## config.mk

```make
export PLATFORM = sky130hd
export DESIGN_NAME = dcr_core_ctl
export DESIGN_NICKNAME = d
export VERILOG_FILES = /design/src/inc/dcr_pkg.sv /design/src/hw/dcr_core_ctl.sv /design/src/hw/dcr_pipe_stage.sv
export SDC_FILE = /design/constraint.sdc
export NUM_CORES = 1
export LEC_CHECK = 0
export BUFFER_PORTS_ARGS = -buffer_cell sky130_fd_sc_hd__buf_2
export CORE_MARGIN = 2
export CORE_UTILIZATION = 33
export CTS_BUF_LIST = sky130_fd_sc_hd__clkbuf_16
export CTS_CLUSTER_DIAMETER = 50
export DETAILED_ROUTE_END_ITERATION = 10
export PLACE_DENSITY_LB_ADDON = 0.1
export SKIP_CTS_REPAIR_TIMING = 1
export SLEW_MARGIN = 20
export SYNTH_ARGS = -nofsm -noshare
export SYNTH_HDL_FRONTEND = slang
export SYNTH_SLANG_ARGS = --single-unit
```

## constraint.sdc

```tcl
create_clock -name ref_clk -period 3.6 [get_ports ref_clk]
set_input_delay 0.54 -clock ref_clk [delete_from_list [all_inputs] [get_ports ref_clk]]
set_output_delay 0.54 -clock ref_clk [all_outputs]
set_load 0.05 [all_outputs]
```

## src/inc/dcr_pkg.sv

```systemverilog
// shared constants and types of the core clock/reset control block
package dcr_pkg;

	localparam int DCR_DW = 16;
	localparam int DCR_AW = 16;
	localparam int DCR_RAW = 4;

	// register indices on the plain register port
	localparam logic [3:0] DCR_OFS_CTRL = 4'h0;
	localparam logic [3:0] DCR_OFS_STAT_A = 4'h1;
	localparam logic [3:0] DCR_OFS_STAT_B = 4'h2;
	localparam logic [3:0] DCR_OFS_STAT_C = 4'h3;
	localparam logic [3:0] DCR_OFS_CFG = 4'h4;
	localparam logic [3:0] DCR_OFS_PC = 4'h5;
	localparam logic [3:0] DCR_OFS_PIPE = 4'h6;

	// control register field
	localparam int DCR_CTRL_HOLD_BIT = 0;

	// bits cleared by a core reset; all others keep their value
	localparam logic [15:0] DCR_STAT_A_CLR = 16'h0801;
	localparam logic [15:0] DCR_STAT_B_CLR = 16'h0c00;
	localparam logic [15:0] DCR_STAT_C_CLR = 16'h0201;
	localparam logic [15:0] DCR_CFG_CLR = 16'h00ff;

	// start address after a core reset
	localparam logic [15:0] DCR_RESET_ADDR = 16'h0000;
	// power-on value of every register
	localparam logic [15:0] DCR_POR_WORD = 16'h0000;
	// least length of a core reset, in core clock cycles
	localparam int DCR_RESET_MIN_CYCLES = 6;

	typedef enum logic {
		DCR_HELD = 1'b0,
		DCR_RUN = 1'b1
	} dcr_state_t;

	typedef struct packed {
		logic valid;
		logic [15:0] addr;
		logic [15:0] word;
	} dcr_slot_t;

	typedef struct packed {
		logic wr;
		logic rd;
		logic [3:0] addr;
		logic [15:0] wdata;
	} dcr_bus_req_t;

	typedef struct packed {
		dcr_state_t state;
		logic [15:0] pc;
		logic read_en;
		logic hold;
		logic [15:0] stat_a;
		logic [15:0] stat_b;
		logic [15:0] stat_c;
		logic [15:0] cfg;
		logic [15:0] rdata;
	} dcr_core_t;

endpackage

```

## src/hw/dcr_core_ctl.sv

```systemverilog
// core clock, reset and pipeline control of the fixed-point dsp core
//
// Added by the designer: the strobed register port and the register addresses.
`timescale 1ns/100ps

// Summary of operation
// - four concurrent stages: fetch, decode, operand, execute
// - instruction fetched in cycle one executes fourth
// - interlocked stages stall on unresolved dependency
// - wait states stretch the machine cycle
// - power save acts only through core clock
// - stop mode keeps all state unchanged; register port writes still change the status words, cfg and hold
// - continue resumes exactly where it stopped
// - interrupt wake starts at handler address
// - registers update on rising core clock only; register port writes land on any ref_clk edge
// - reset aborts execution, keeps other state
// - reset clears listed status word bits
// - reset clears config low byte, pc
// - program address is zero during reset
// - fetch from zero one cycle after release
// - read enable rises with the first fetch
module dcr_core_ctl
	import dcr_pkg::*;
(
	input wire logic ref_clk,
	input wire logic rstn,
	input wire logic core_clock_input,
	input wire logic core_reset_pin,
	input wire logic stall_req,
	input wire logic irq_take,
	input wire logic [15:0] irq_vector,
	input wire logic [15:0] prog_data_in,
	input wire logic [3:0] bus_addr,
	input wire logic [15:0] bus_wdata,
	input wire logic bus_wr,
	input wire logic bus_rd,
	output logic [15:0] bus_rdata,
	output logic [15:0] program_address_bus_out,
	output logic program_read_enable,
	output logic exec_valid,
	output logic [15:0] exec_addr,
	output logic [15:0] exec_word
);

	dcr_core_t q;
	dcr_core_t d;
	dcr_bus_req_t req;
	dcr_slot_t dec_in;
	dcr_slot_t dec_out;
	dcr_slot_t op_out;
	dcr_slot_t ex_in;
	dcr_slot_t ex_out;
	logic tick;
	logic running;
	logic adv;
	logic flush;

	////////////////////////////////////////////////////////////////////////
	// a cycle without core_clock_input is a wait, slow or stop cycle:
	// nothing in the core moves, so all state is kept except what register port writes change
	assign tick = core_clock_input;
	assign running = (q.state == DCR_RUN) && !core_reset_pin;
	// decode and operand move only when the machine cycle is complete and unblocked
	assign adv = tick && running && !irq_take && !stall_req
		&& !q.hold;
	assign flush = tick && (core_reset_pin || irq_take
		|| q.state == DCR_HELD);

	assign req.wr = bus_wr;
	assign req.rd = bus_rd;
	assign req.addr = bus_addr;
	assign req.wdata = bus_wdata;

	// the word on prog_data_in belongs to the address issued this cycle
	assign dec_in.valid = q.read_en;
	assign dec_in.addr = q.pc;
	assign dec_in.word = prog_data_in;

	// execute takes a bubble whenever the earlier stages are interlocked
	always_comb
	begin
		ex_in = op_out;
		if (!adv)
		begin
			ex_in.valid = 1'b0;
		end
	end

	////////////////////////////////////////////////////////////////////////
	always_comb
	begin
		d = q;
		d.rdata = '0;
		if (req.wr)
		begin
			if (req.addr == DCR_OFS_CTRL)
			begin
				d.hold = req.wdata[DCR_CTRL_HOLD_BIT];
			end
			else if (req.addr == DCR_OFS_STAT_A)
			begin
				d.stat_a = req.wdata;
			end
			else if (req.addr == DCR_OFS_STAT_B)
			begin
				d.stat_b = req.wdata;
			end
			else if (req.addr == DCR_OFS_STAT_C)
			begin
				d.stat_c = req.wdata;
			end
			else if (req.addr == DCR_OFS_CFG)
			begin
				d.cfg = req.wdata;
			end
		end
		if (req.rd)
		begin
			if (req.addr == DCR_OFS_CTRL)
			begin
				d.rdata = {15'h0000, q.hold};
			end
			else if (req.addr == DCR_OFS_STAT_A)
			begin
				d.rdata = q.stat_a;
			end
			else if (req.addr == DCR_OFS_STAT_B)
			begin
				d.rdata = q.stat_b;
			end
			else if (req.addr == DCR_OFS_STAT_C)
			begin
				d.rdata = q.stat_c;
			end
			else if (req.addr == DCR_OFS_CFG)
			begin
				d.rdata = q.cfg;
			end
			else if (req.addr == DCR_OFS_PC)
			begin
				d.rdata = q.pc;
			end
			else if (req.addr == DCR_OFS_PIPE)
			begin
				d.rdata = {11'h000, q.state, q.read_en, dec_out.valid,
					op_out.valid, ex_out.valid};
			end
		end
		if (tick)
		begin
			if (core_reset_pin)
			begin
				// abort and clear only the bits that reset defines
				d.state = DCR_HELD;
				d.pc = DCR_RESET_ADDR;
				d.read_en = 1'b0;
				d.stat_a = d.stat_a & ~DCR_STAT_A_CLR;
				d.stat_b = d.stat_b & ~DCR_STAT_B_CLR;
				d.stat_c = d.stat_c & ~DCR_STAT_C_CLR;
				d.cfg = d.cfg & ~DCR_CFG_CLR;
			end
			else
			begin
				case (q.state)
					DCR_HELD:
					begin
						// first core edge after release issues address zero
						d.state = DCR_RUN;
						d.pc = DCR_RESET_ADDR;
						d.read_en = !q.hold;
					end
					DCR_RUN:
					begin
						d.read_en = !q.hold;
						if (irq_take)
						begin
							d.pc = irq_vector;
							d.read_en = 1'b1;
						end
						else if (adv)
						begin
							d.pc = q.pc + 16'h0001;
						end
					end
					default:
					begin
						d.state = DCR_HELD;
					end
				endcase
			end
		end
	end

	always_ff @(posedge ref_clk)
	begin
		if (!rstn)
		begin
			q.state <= DCR_HELD;
			q.pc <= DCR_RESET_ADDR;
			q.read_en <= 1'b0;
			q.hold <= 1'b0;
			q.stat_a <= DCR_POR_WORD;
			q.stat_b <= DCR_POR_WORD;
			q.stat_c <= DCR_POR_WORD;
			q.cfg <= DCR_POR_WORD;
			q.rdata <= DCR_POR_WORD;
		end
		else
		begin
			q <= d;
		end
	end

	////////////////////////////////////////////////////////////////////////
	// decode, operand fetch and execute; fetch is the pc/read_en pair
	dcr_pipe_stage u_decode (
		.ref_clk(ref_clk),
		.rstn(rstn),
		.advance(adv),
		.flush(flush),
		.in_slot(dec_in),
		.out_slot(dec_out)
	);

	dcr_pipe_stage u_operand (
		.ref_clk(ref_clk),
		.rstn(rstn),
		.advance(adv),
		.flush(flush),
		.in_slot(dec_out),
		.out_slot(op_out)
	);

	dcr_pipe_stage u_execute (
		.ref_clk(ref_clk),
		.rstn(rstn),
		.advance(tick && running),
		.flush(flush),
		.in_slot(ex_in),
		.out_slot(ex_out)
	);

	assign bus_rdata = q.rdata;
	assign program_address_bus_out = q.pc;
	assign program_read_enable = q.read_en;
	assign exec_valid = ex_out.valid;
	assign exec_addr = ex_out.addr;
	assign exec_word = ex_out.word;
endmodule

```

## src/hw/dcr_pipe_stage.sv

```systemverilog
// one interlocking pipeline stage register
`timescale 1ns/100ps
module dcr_pipe_stage
	import dcr_pkg::*;
(
	input wire logic ref_clk,
	input wire logic rstn,
	input wire logic advance,
	input wire logic flush,
	input dcr_slot_t in_slot,
	output dcr_slot_t out_slot
);

	typedef struct packed {
		dcr_slot_t slot;
	} dcr_stage_t;

	dcr_stage_t q;
	dcr_stage_t d;

	always_comb
	begin
		d = q;
		if (flush)
		begin
			d.slot.valid = 1'b0;
		end
		else if (advance)
		begin
			d.slot = in_slot;
		end
	end

	always_ff @(posedge ref_clk)
	begin
		if (!rstn)
		begin
			q <= '0;
		end
		else
		begin
			q <= d;
		end
	end

	assign out_slot = q.slot;
endmodule

```

== After elaboration in Yosys (flattened, before gate mapping) ==
Index checks and enable logic that the tools add are counted.

* Add/subtract/negate cells: 1
* Eq/ne operators: 7
* Mux-type cells: 24
* Bitwise gates (word level): 4
* Reductions and logical operators: 20

{| class="wikitable"
|+ Operator list
! cell !! number
|-
| two-way mux 16 bit || 12
|-
| two-way mux 64 bit || 2
|-
| two-way mux 60 bit || 2
|-
| two-way mux 48 bit || 1
|-
| one-hot mux 17 bit (2 select lines) || 1
|-
| two-way mux 32 bit || 1
|-
| two-way mux 18 bit || 1
|-
| adder 16 x 1 -> 16 bit, second input constant || 1
|-
| equality test 4 x 3 -> 1 bit, second input constant || 3
|-
| AND reduction 2 bit || 5
|-
| equality test 4 x 2 -> 1 bit, second input constant || 2
|-
| logical AND 1 bit || 6
|-
| two-way mux 5 bit || 1
|-
| equality test 4 x 1 -> 1 bit, second input constant || 1
|-
| logical NOT 1 bit || 4
|-
| logical NOT 4 bit || 1
|-
| != test 4 x 3 -> 1 bit, second input constant || 1
|-
| NOT 1 bit || 4
|-
| two-way mux 1 bit || 3
|-
| OR reduction 3 bit || 1
|-
| logical OR 1 bit || 2
|-
| OR reduction 2 bit || 1
|}

* Register bits: 198
* Input port bits: 60
* Output and inout port bits: 66
* Word-level logic and storage cells: 75

== Logic depth before layout (Yosys ltp) ==
Gate-level depths: netlist of the first run.

* Word-level depth: 10
* Mapped depth: 8
* Mapped depth without buffers: 5

== By module ==
From an unflattened synthesis of the first run, not the netlist that was laid out.

* Cells, all modules: 1,032
* Area, all modules: 8,857.2 sq um

{| class="wikitable"
|+ Modules (own cells, without submodules)
! module !! times used !! cells an instance !! area each (sq um) !! seq. area each (sq um)
|-
| dcr_core_ctl || 1 || 603 || 4,777.1 || 1,981.9
|-
| dcr_pipe_stage || 3 || 143 || 1,360.1 || 660.6
|}

== Worst setup path after synthesis of the first run ==
OpenSTA, ideal clock, no wires.

* Kind: in2reg
* From: input core_clock_input
* To: register q (netlist bit program_address_bus_out[9])
* Library setup time: 79 ps
* Arrival: 1,886 ps
* Data required time: 3,521 ps
* Path slack: 1,635 ps
* Cell stages on the path: 5
* Path buffers: 1
* Cells stage by stage: buf_2 nand3b_1 or4_4 or4_1 o211ai_1

* Longest elaborated chain between the ends: 6

{| class="wikitable"
|+ RTL lines
! item !! line !! text
|-
| start: declaration || dcr_core_ctl.sv:27 || <nowiki>input wire logic core_clock_input,</nowiki>
|-
| logical AND 1 bit (3 in series) || dcr_core_ctl.sv:64 || <nowiki>assign adv = tick && running && !irq_take && !stall_req</nowiki>
|-
| logical AND 1 bit || dcr_core_ctl.sv:65 || <nowiki>&& !q.hold;</nowiki>
|-
| != test 4 x 3 -> 1 bit (no line) || -- ||
|-
| AND reduction 2 bit (no line) * || -- ||
|-
| end: declaration || dcr_core_ctl.sv:45 || <nowiki>dcr_core_t q;</nowiki>
|}

Mark *: on every way between the ends. The rest lies on a longest branch, timed or not.
A chain may end at the register's enable or synchronous reset.

== Worst setup path after layout of the first run ==
* From: register q[98] (netlist name)
* To: register u_decode.q (netlist bit u_decode.out_slot[27])

* Longest elaborated chain between the ends: 6
* Elaborated cells between the ends (all ways): 10
* Those cells by class: bitwise (2); reduce/logical (8)

{| class="wikitable"
|+ RTL lines
! item !! line !! text
|-
| logical AND 1 bit || dcr_core_ctl.sv:62 || <nowiki>assign running = (q.state == DCR_RUN) && !core_reset_pin;</nowiki>
|-
| logical AND 1 bit (3 in series) || dcr_core_ctl.sv:64 ||
|-
| logical AND 1 bit || dcr_core_ctl.sv:65 ||
|-
| AND reduction 2 bit (no line) * || -- ||
|-
| end signal: assignment || dcr_pipe_stage.sv:38 || <nowiki>q <= '0;</nowiki>
|-
| end signal: assignment || dcr_pipe_stage.sv:42 || <nowiki>q <= d;</nowiki>
|-
| end: declaration || dcr_pipe_stage.sv:18 || <nowiki>dcr_stage_t q;</nowiki>
|}

Marked as above.

==> run metrics, run 1 <==
Leak about 3.9 nW; number of flops mapped to enable cells by yosys 0; Post-DP HPWL 15.6 mm; placeable core region around 24000 um^2; final setup margin around 1.4 ns; HP Start prog_data_in[10]; Die H between 150 and 200 um; flop-to-flop setup slack 1.41 ns; ys flop type dfxtp_1; # IOs 126; RSZ-0062 raised after global routing false; Max Cap Viol 0; crit share post-route 60.9%; final slew viol count 0; drt first-iter violations 432; Critical Path Start Type register; final RePlAce weighted congestion 0.758; maximum root-to-sink buffer count 2; CP arrival around 2.5 ns; CTS buffer count 17; GR met3 Demand/Resource under 10%; DRC violations left 0; vias in the first global route roughly 6400; Final Hold Fails 0; pwr/cell area about 470 nW/um^2; Root Driver clkbuf_16; Syn Std Cell Area about 8300 um^2; global route hottest layer met2; DR WL/cell approximately 17 um; final setup TNS 0 ns; final setup skew approximately 0.016 ns; clk_lat worst skew ~0.44 ns; Ys Warns 0; status complete, no violations; leading area contributor after synthesis dfxtp_1; die width approximately 160 um; share of flip-flops with an asynchronous set or reset 0%; worst hold path class in -> reg; worst-path cell chain nand3b_1 > or3_2 > buf_4 > nand2_1 > a21oi_1; Slew HR between 50% and 60%; reg2reg start q[98]; Initial Utilization between 30% and 40%; initial antenna violation count 4; Num Clock Sinks about 200; worst slack, placed around 1.1 ns; commonest non-fill, non-tap cells in the layout nand2_1, dfxtp_1, a21oi_1; DRT Wirelength roughly 23 mm; Design Area, Final between 9000 and 10000 um^2; worst slew pin tran between 0.6 and 0.7 ns; critical path fanouts, max 48; share of the synthesized area in the top cell type 47.8%; die area approximately 26000 um^2; worst hold path depth 3; CTS tree done; Worst R2R Path Depth 5; crit path kind reg -> reg; RR Endpoint u_decode.out_slot[27]; All-Layer GR Usage between 10% and 20%; Worst IR Drop VDD about 260 uV; share of cells above drive strength 1 17.7%; FF+latch count, synth between 150 and 200; row count 57; routing usage on met1 around a quarter; mean area per synthesized cell a little over 8 um^2; Area contributors post-synth dfxtp_1, nand2_1, a21oi_1; Worst setup EP type register; area grow syn2layout 15.8%; H-tree levels 4; nets between 1000 and 1500; Net Count, Synth 1072; Seq/Total Area, Yosys 47.8%; slowest CP cell or3_2; PortBufs roughly 130; Clock transition at path regs around 0.09 ns; GR Util met2 between 20 and 30%; Syn Inst Count between 1000 and 1500; CP required slightly below 4 ns; DRT antenna net count 0; first-pass iteration count of the detailed router 5; post-layout min period between 2 and 2.5 ns; max frequency around 460 MHz; DP Area a little under 9000 um^2; Final setup viols 0; Cell variety after synth 55; grt total ovfl 0; commonest non-fill, non-tap cell in the layout nand2_1; Vias 6918; via/cell ratio 4.91; Endpoint, Worst Hold u_decode.out_slot[10]; first-pass GRT wire length roughly 37 mm; max incr delay on CP slightly above 0.7 ns; largest net degree at the start of global routing 63
[cell families (layout without fill, tap and decap cells)]
logic type      count (synthesis)  in the layout  share of synthesized area, %
flops                         198            198                          47.8
simple gates                  421            421                          22.6
xor+xnor                        2              2                         0.211
other cells                     0              2                             0
mux                            57             57                          6.90
fa+ha+maj                       1              1                         0.151
compound gates                225            225                          15.7
buf+inv                       107            179                          6.57
[registers in the layout, indices dropped and copies added (netlist names)]
name,cells
u_operand.out_slot,33
u_execute.out_slot,33
program_read_enable,1
u_decode.out_slot,33
program_address_bus_out,16
q,66
bus_rdata,16
[synthesized netlist by cell type (2+ instances only)]
master     count
o2111ai_1      3
o21ai_0       28
nand4_1        4
a21oi_1      129
nand2_1      278
nor3_1         3
and4_1         3
or3_1          4
buf_4         33
buf_2         15
nor3b_1        2
clkbuf_1      54
o22ai_1        7
nand3_1        7
nand2b_1       6
nand3b_1       2
a22o_1         4
nor2_1        64
o2bb2ai_1      4
buf_1          4
nor4_1         3
and3_1         2
nor2b_1        4
xnor2_1        2
or4_1          4
and3b_1       22
o31a_1         2
a22oi_1       12
mux2i_1       56
and2_1         4
o211ai_1       5
a31oi_1       10
a32oi_1        3
a21o_1        10
dfxtp_1      198
[layer usage]
layer	routed length, um	share of wire (%)	vias to the layer above
met1	11200	48	3240
met2	10500	45	133
li1	-	-	3524
met3	1250	5.4	17
met4	206	0.89	4
met5	27	0.12	-
[per-stage QoR]
step	util, %	total power [mW]	cells	hold slack [ns]
floorplan	-	2.41	1011	0.431
global placement	36.6	2.51	1375	0.441
detailed placement	36.6	2.51	1375	0.445
CTS	39.2	4.52	1407	0.297
global route	39.2	4.64	1407	0.304
finish	39.2	4.47	1409	0.320
[power by group]
group / switching [mW] / leakage [nW] / internal (mW) / total, mW
Clock: 1.04 / 0.302 / 0.971 / 2.01
Sequential: 0.0115 / 1.60 / 2.20 / 2.21
Combinational: 0.166 / 1.99 / 0.0752 / 0.241
[layout make-up]
cell class	count	area [um^2]
inverter	1	6.26
multi-input combinational	706	3790
fill	2567	14900
timing repair buffer	146	783
tap	324	405
clock buffer	17	425
clock inverter	15	215
sequential	198	3960
antenna	2	5.00
[worst max-delay path by stage]
stage / from / end / depth (start not counted)
final: q[98] / u_decode.out_slot[27] / 5
after global routing: q[98] / u_decode.out_slot[21] / 5
after CTS: q[98] / u_decode.out_slot[27] / 5
after detailed placement: core_reset_pin / u_operand.out_slot[20] / 6
after global placement: core_reset_pin / u_operand.out_slot[13] / 6
after floorplan: core_clock_input / program_address_bus_out[9] / 5
[critical path, delay by kind of cell (launching register included)]
kind            cells  cell delay [ns]
simple gates        3             1.13
flops               1             0.44
buf+inv             1             0.37
compound gates      1             0.07
Power figures use the tool's default switching activity.
==> inputs of run 2 (changes only) <==
--- a/config.mk
+++ b/config.mk
@@ -5,6 +5,7 @@
 export SDC_FILE = /design/constraint.sdc
 export NUM_CORES = 1
 export LEC_CHECK = 0
+export ABC_AREA = 1
 export BUFFER_PORTS_ARGS = -buffer_cell sky130_fd_sc_hd__buf_2
 export CORE_MARGIN = 2
 export CORE_UTILIZATION = 33
==> constraint.sdc (replaced) <==
create_clock -name ref_clk -period 1.8 [get_ports ref_clk]
set_input_delay 0.27 -clock ref_clk [delete_from_list [all_inputs] [get_ports ref_clk]]
set_output_delay 0.27 -clock ref_clk [all_outputs]
set_load 0.05 [all_outputs]
==> run metrics, run 2 <==
combinational share of power 6.5% (+1.1 points); max incr delay on CP 0.51 ns (-0.21 ns); slowest CP cell dfxtp_1; top post-synthesis cells by count dfxtp_1, nor2_1, o21ai_0, a21oi_1, nand2_1; nets 1236 (+9.3%); dpl cells 1480 (+7.6%); final core utilization 39.1% (-0.17 points); status complete, no violations; GR met3 Demand/Resource 3.68% (-0.91 points); critical path fanouts, max 8 (-83%); Vias 7314 (+5.7%); commonest non-fill, non-tap cell in the layout dfxtp_1; DRT Wirelength 24.1 mm (+3.6%); Net Count, Synth 1164 (+8.6%); sequential share of power 50.7% (+1.2 points); first-pass GRT wire length 38.0 mm (+3.9%); most frequent CP cell nand3_1; Final Hold Fails 0 (unchanged); worst slew pin tran 0.958 ns (+0.289 ns); Num Clock Sinks 198 (unchanged); # IOs 126 (unchanged); FF+latch area 3960 um^2 (unchanged); row count 57 (unchanged); Area contributors post-synth dfxtp_1, o21ai_0, a21oi_1; initial antenna violation count 0 (-4); ys flop type dfxtp_1; most numerous cell in the Yosys netlist dfxtp_1; Critical Path Start Type register; Slew HR 35.9% (-19 points); DRT antenna net count 0 (unchanged); Seq/Total Area, Yosys 48.0% (+0.17 points); Top reg by flops q; Max Cap Viol 0 (unchanged); CP required 2.12 ns (-1.77 ns); max frequency 612 MHz (+34%); Root Driver clkbuf_16; Leak 3.68 nW (-5.5%); FILL cells 2660 (+3.6%); Top Family by Delay on Critical Path simple AND/OR/NAND/NOR gates; CP arrival 1.95 ns (-0.53 ns); final setup skew 0.00832 ns (-0.00810 ns); multi-input logic area 3410 um^2 (-10%); commonest non-fill, non-tap cells in the layout dfxtp_1, nor2_1, o21ai_0; # diodes 0 (-2); switching power 2.25 mW (+85%); Int Power 6.56 mW (+100%); overall power 8.82 mW (+97%); Initial Utilization 33.8% (-0.12 points); routing usage on met1 26.1% (+1.8 points); placeable core region 24500 um^2 (unchanged); Switching Share 25.5% (-1.8 points); largest net degree at the start of global routing 105 (+67%); mean area per synthesized cell 7.49 um^2 (-8.7%); number of flops mapped to enable cells by yosys 0 (unchanged); Die H 162 um (-0.18%); Worst IR Drop VDD 597 uV (+130%); Post-DP HPWL 16.8 mm (+8.0%); Syn Inst Count 1103 (+9.1%); drt first-iter violations 405 (-6.3%); vias in the first global route 6668 (+3.6%); DR WL/cell 15.9 um (-3.5%); pwr/cell area 923 nW/um^2 (+98%); post-layout min period 1.63 ns (-0.557 ns); share of flip-flops with an asynchronous set or reset 0% (unchanged); PortBufs 125 (unchanged); Largest register FFs 66 (unchanged); worst hold path class in -> reg; clock power share 42.8% (-2.3 points); crit path kind reg -> reg; final slew viol count 0 (unchanged); Worst setup EP type register; Cell variety after synth 33 (-40%); leading area contributor after synthesis dfxtp_1; CTS buffer count 17 (unchanged); maximum root-to-sink buffer count 2 (unchanged); RSZ-0062 raised after global routing false; H-tree levels 4 (unchanged); Bufs and invs on worst path 0 (-1); first-pass iteration count of the detailed router 5 (unchanged); final setup TNS 0 ns (unchanged); Design Area, Final 9560 um^2 (-0.43%); crit share post-route 90.8% (+30 points); Clock transition at path regs 0.08 ns (about the same); area grow syn2layout 15.7% (about the same); All-Layer GR Usage 18.4% (+0.63 points); clk_lat worst skew 0.43 ns (about the same); via/cell ratio 4.84 (-1.5%); grt total ovfl 0 (unchanged); final hold slack 0.0865 ns (-0.233 ns); DP Area 8990 um^2 (+0.38%); global route hottest layer met2; die area 26300 um^2 (-0.35%); final RePlAce weighted congestion 0.856 (+13%); DRC violations left 0 (unchanged); share of cells above drive strength 1 17.3% (-0.47 points); Ys Warns 0 (unchanged); CTS tree done; Syn Std Cell Area 8260 um^2 (-0.36%); worst-path cell chain ha_1 > nand3_1 > nor2_1 > nand3_1 > nand2_1 > nand3_1 > nand2_1 > a21oi_1; Final setup viols 0 (unchanged); post-route insts no fill 1512 (+7.3%); share of the synthesized area in the top cell type 48.0% (+0.17 points); final setup margin 0.166 ns (-1.24 ns); GR Util met2 28.8% (+0.95 points); FF+latch count, synth 198 (unchanged); worst slack, placed 0.0477 ns (-1.09 ns); die width 162 um (-0.18%)
run 2: power by group through the flow:
stage | Combinational, mW | Sequential [mW] | Clock (mW)
after floorplan | 0.352 | 4.56 | 0
after global placement | 0.583 | 4.57 | 0
after detailed placement | 0.583 | 4.57 | 0
after CTS | 0.584 | 4.47 | 3.90
after global routing | 0.638 | 4.47 | 4.07
final | 0.575 | 4.47 | 3.77
run 2: layer usage:
metal	up-vias	share of wire [%]	wire length, um
met5	-	0	0
met4	0	1.2	282
li1	3765	-	-
met3	15	4.1	985
met2	164	47	11200
met1	3370	48	11600
run 2: cell type report:
class | instances | area share (%)
Sequential cell | 198 | 41.5
Multi-Input combinational cell | 723 | 35.7
Timing Repair Buffer | 154 | 9.48
Clock buffer | 17 | 4.45
Tap cell | 324 | 4.24
Inverter | 81 | 3.18
Clock inverter | 15 | 1.52
run 2: path summary, 6_finish.rpt:
path                              startpoint                          end  slack (ns)  cells after the start
setup reg to reg  program_address_bus_out[0]  program_address_bus_out[14]        0.17                      8
hold / removal               prog_data_in[1]         u_decode.out_slot[1]        0.09                      3
hold reg to reg                        q[50]                        q[50]        0.45                      2
setup / recovery  program_address_bus_out[0]  program_address_bus_out[14]        0.17                      8
run 2: cell families (layout without fill, tap and decap cells):
kind of cell / Yosys count / in the layout / synth area share, %
buf+inv: 182 / 267 / 10.7
xor+xnor: 2 / 2 / 0.212
simple gates: 405 / 405 / 21.1
compound gates: 315 / 315 / 19.8
flops: 198 / 198 / 48.0
fa+ha+maj: 1 / 1 / 0.151
run 2: tightest hold or removal path, cell delays in order:
cell and delay (ns):
buf_2 0.07, o21ai_0 0.07, nor2_1 0.07
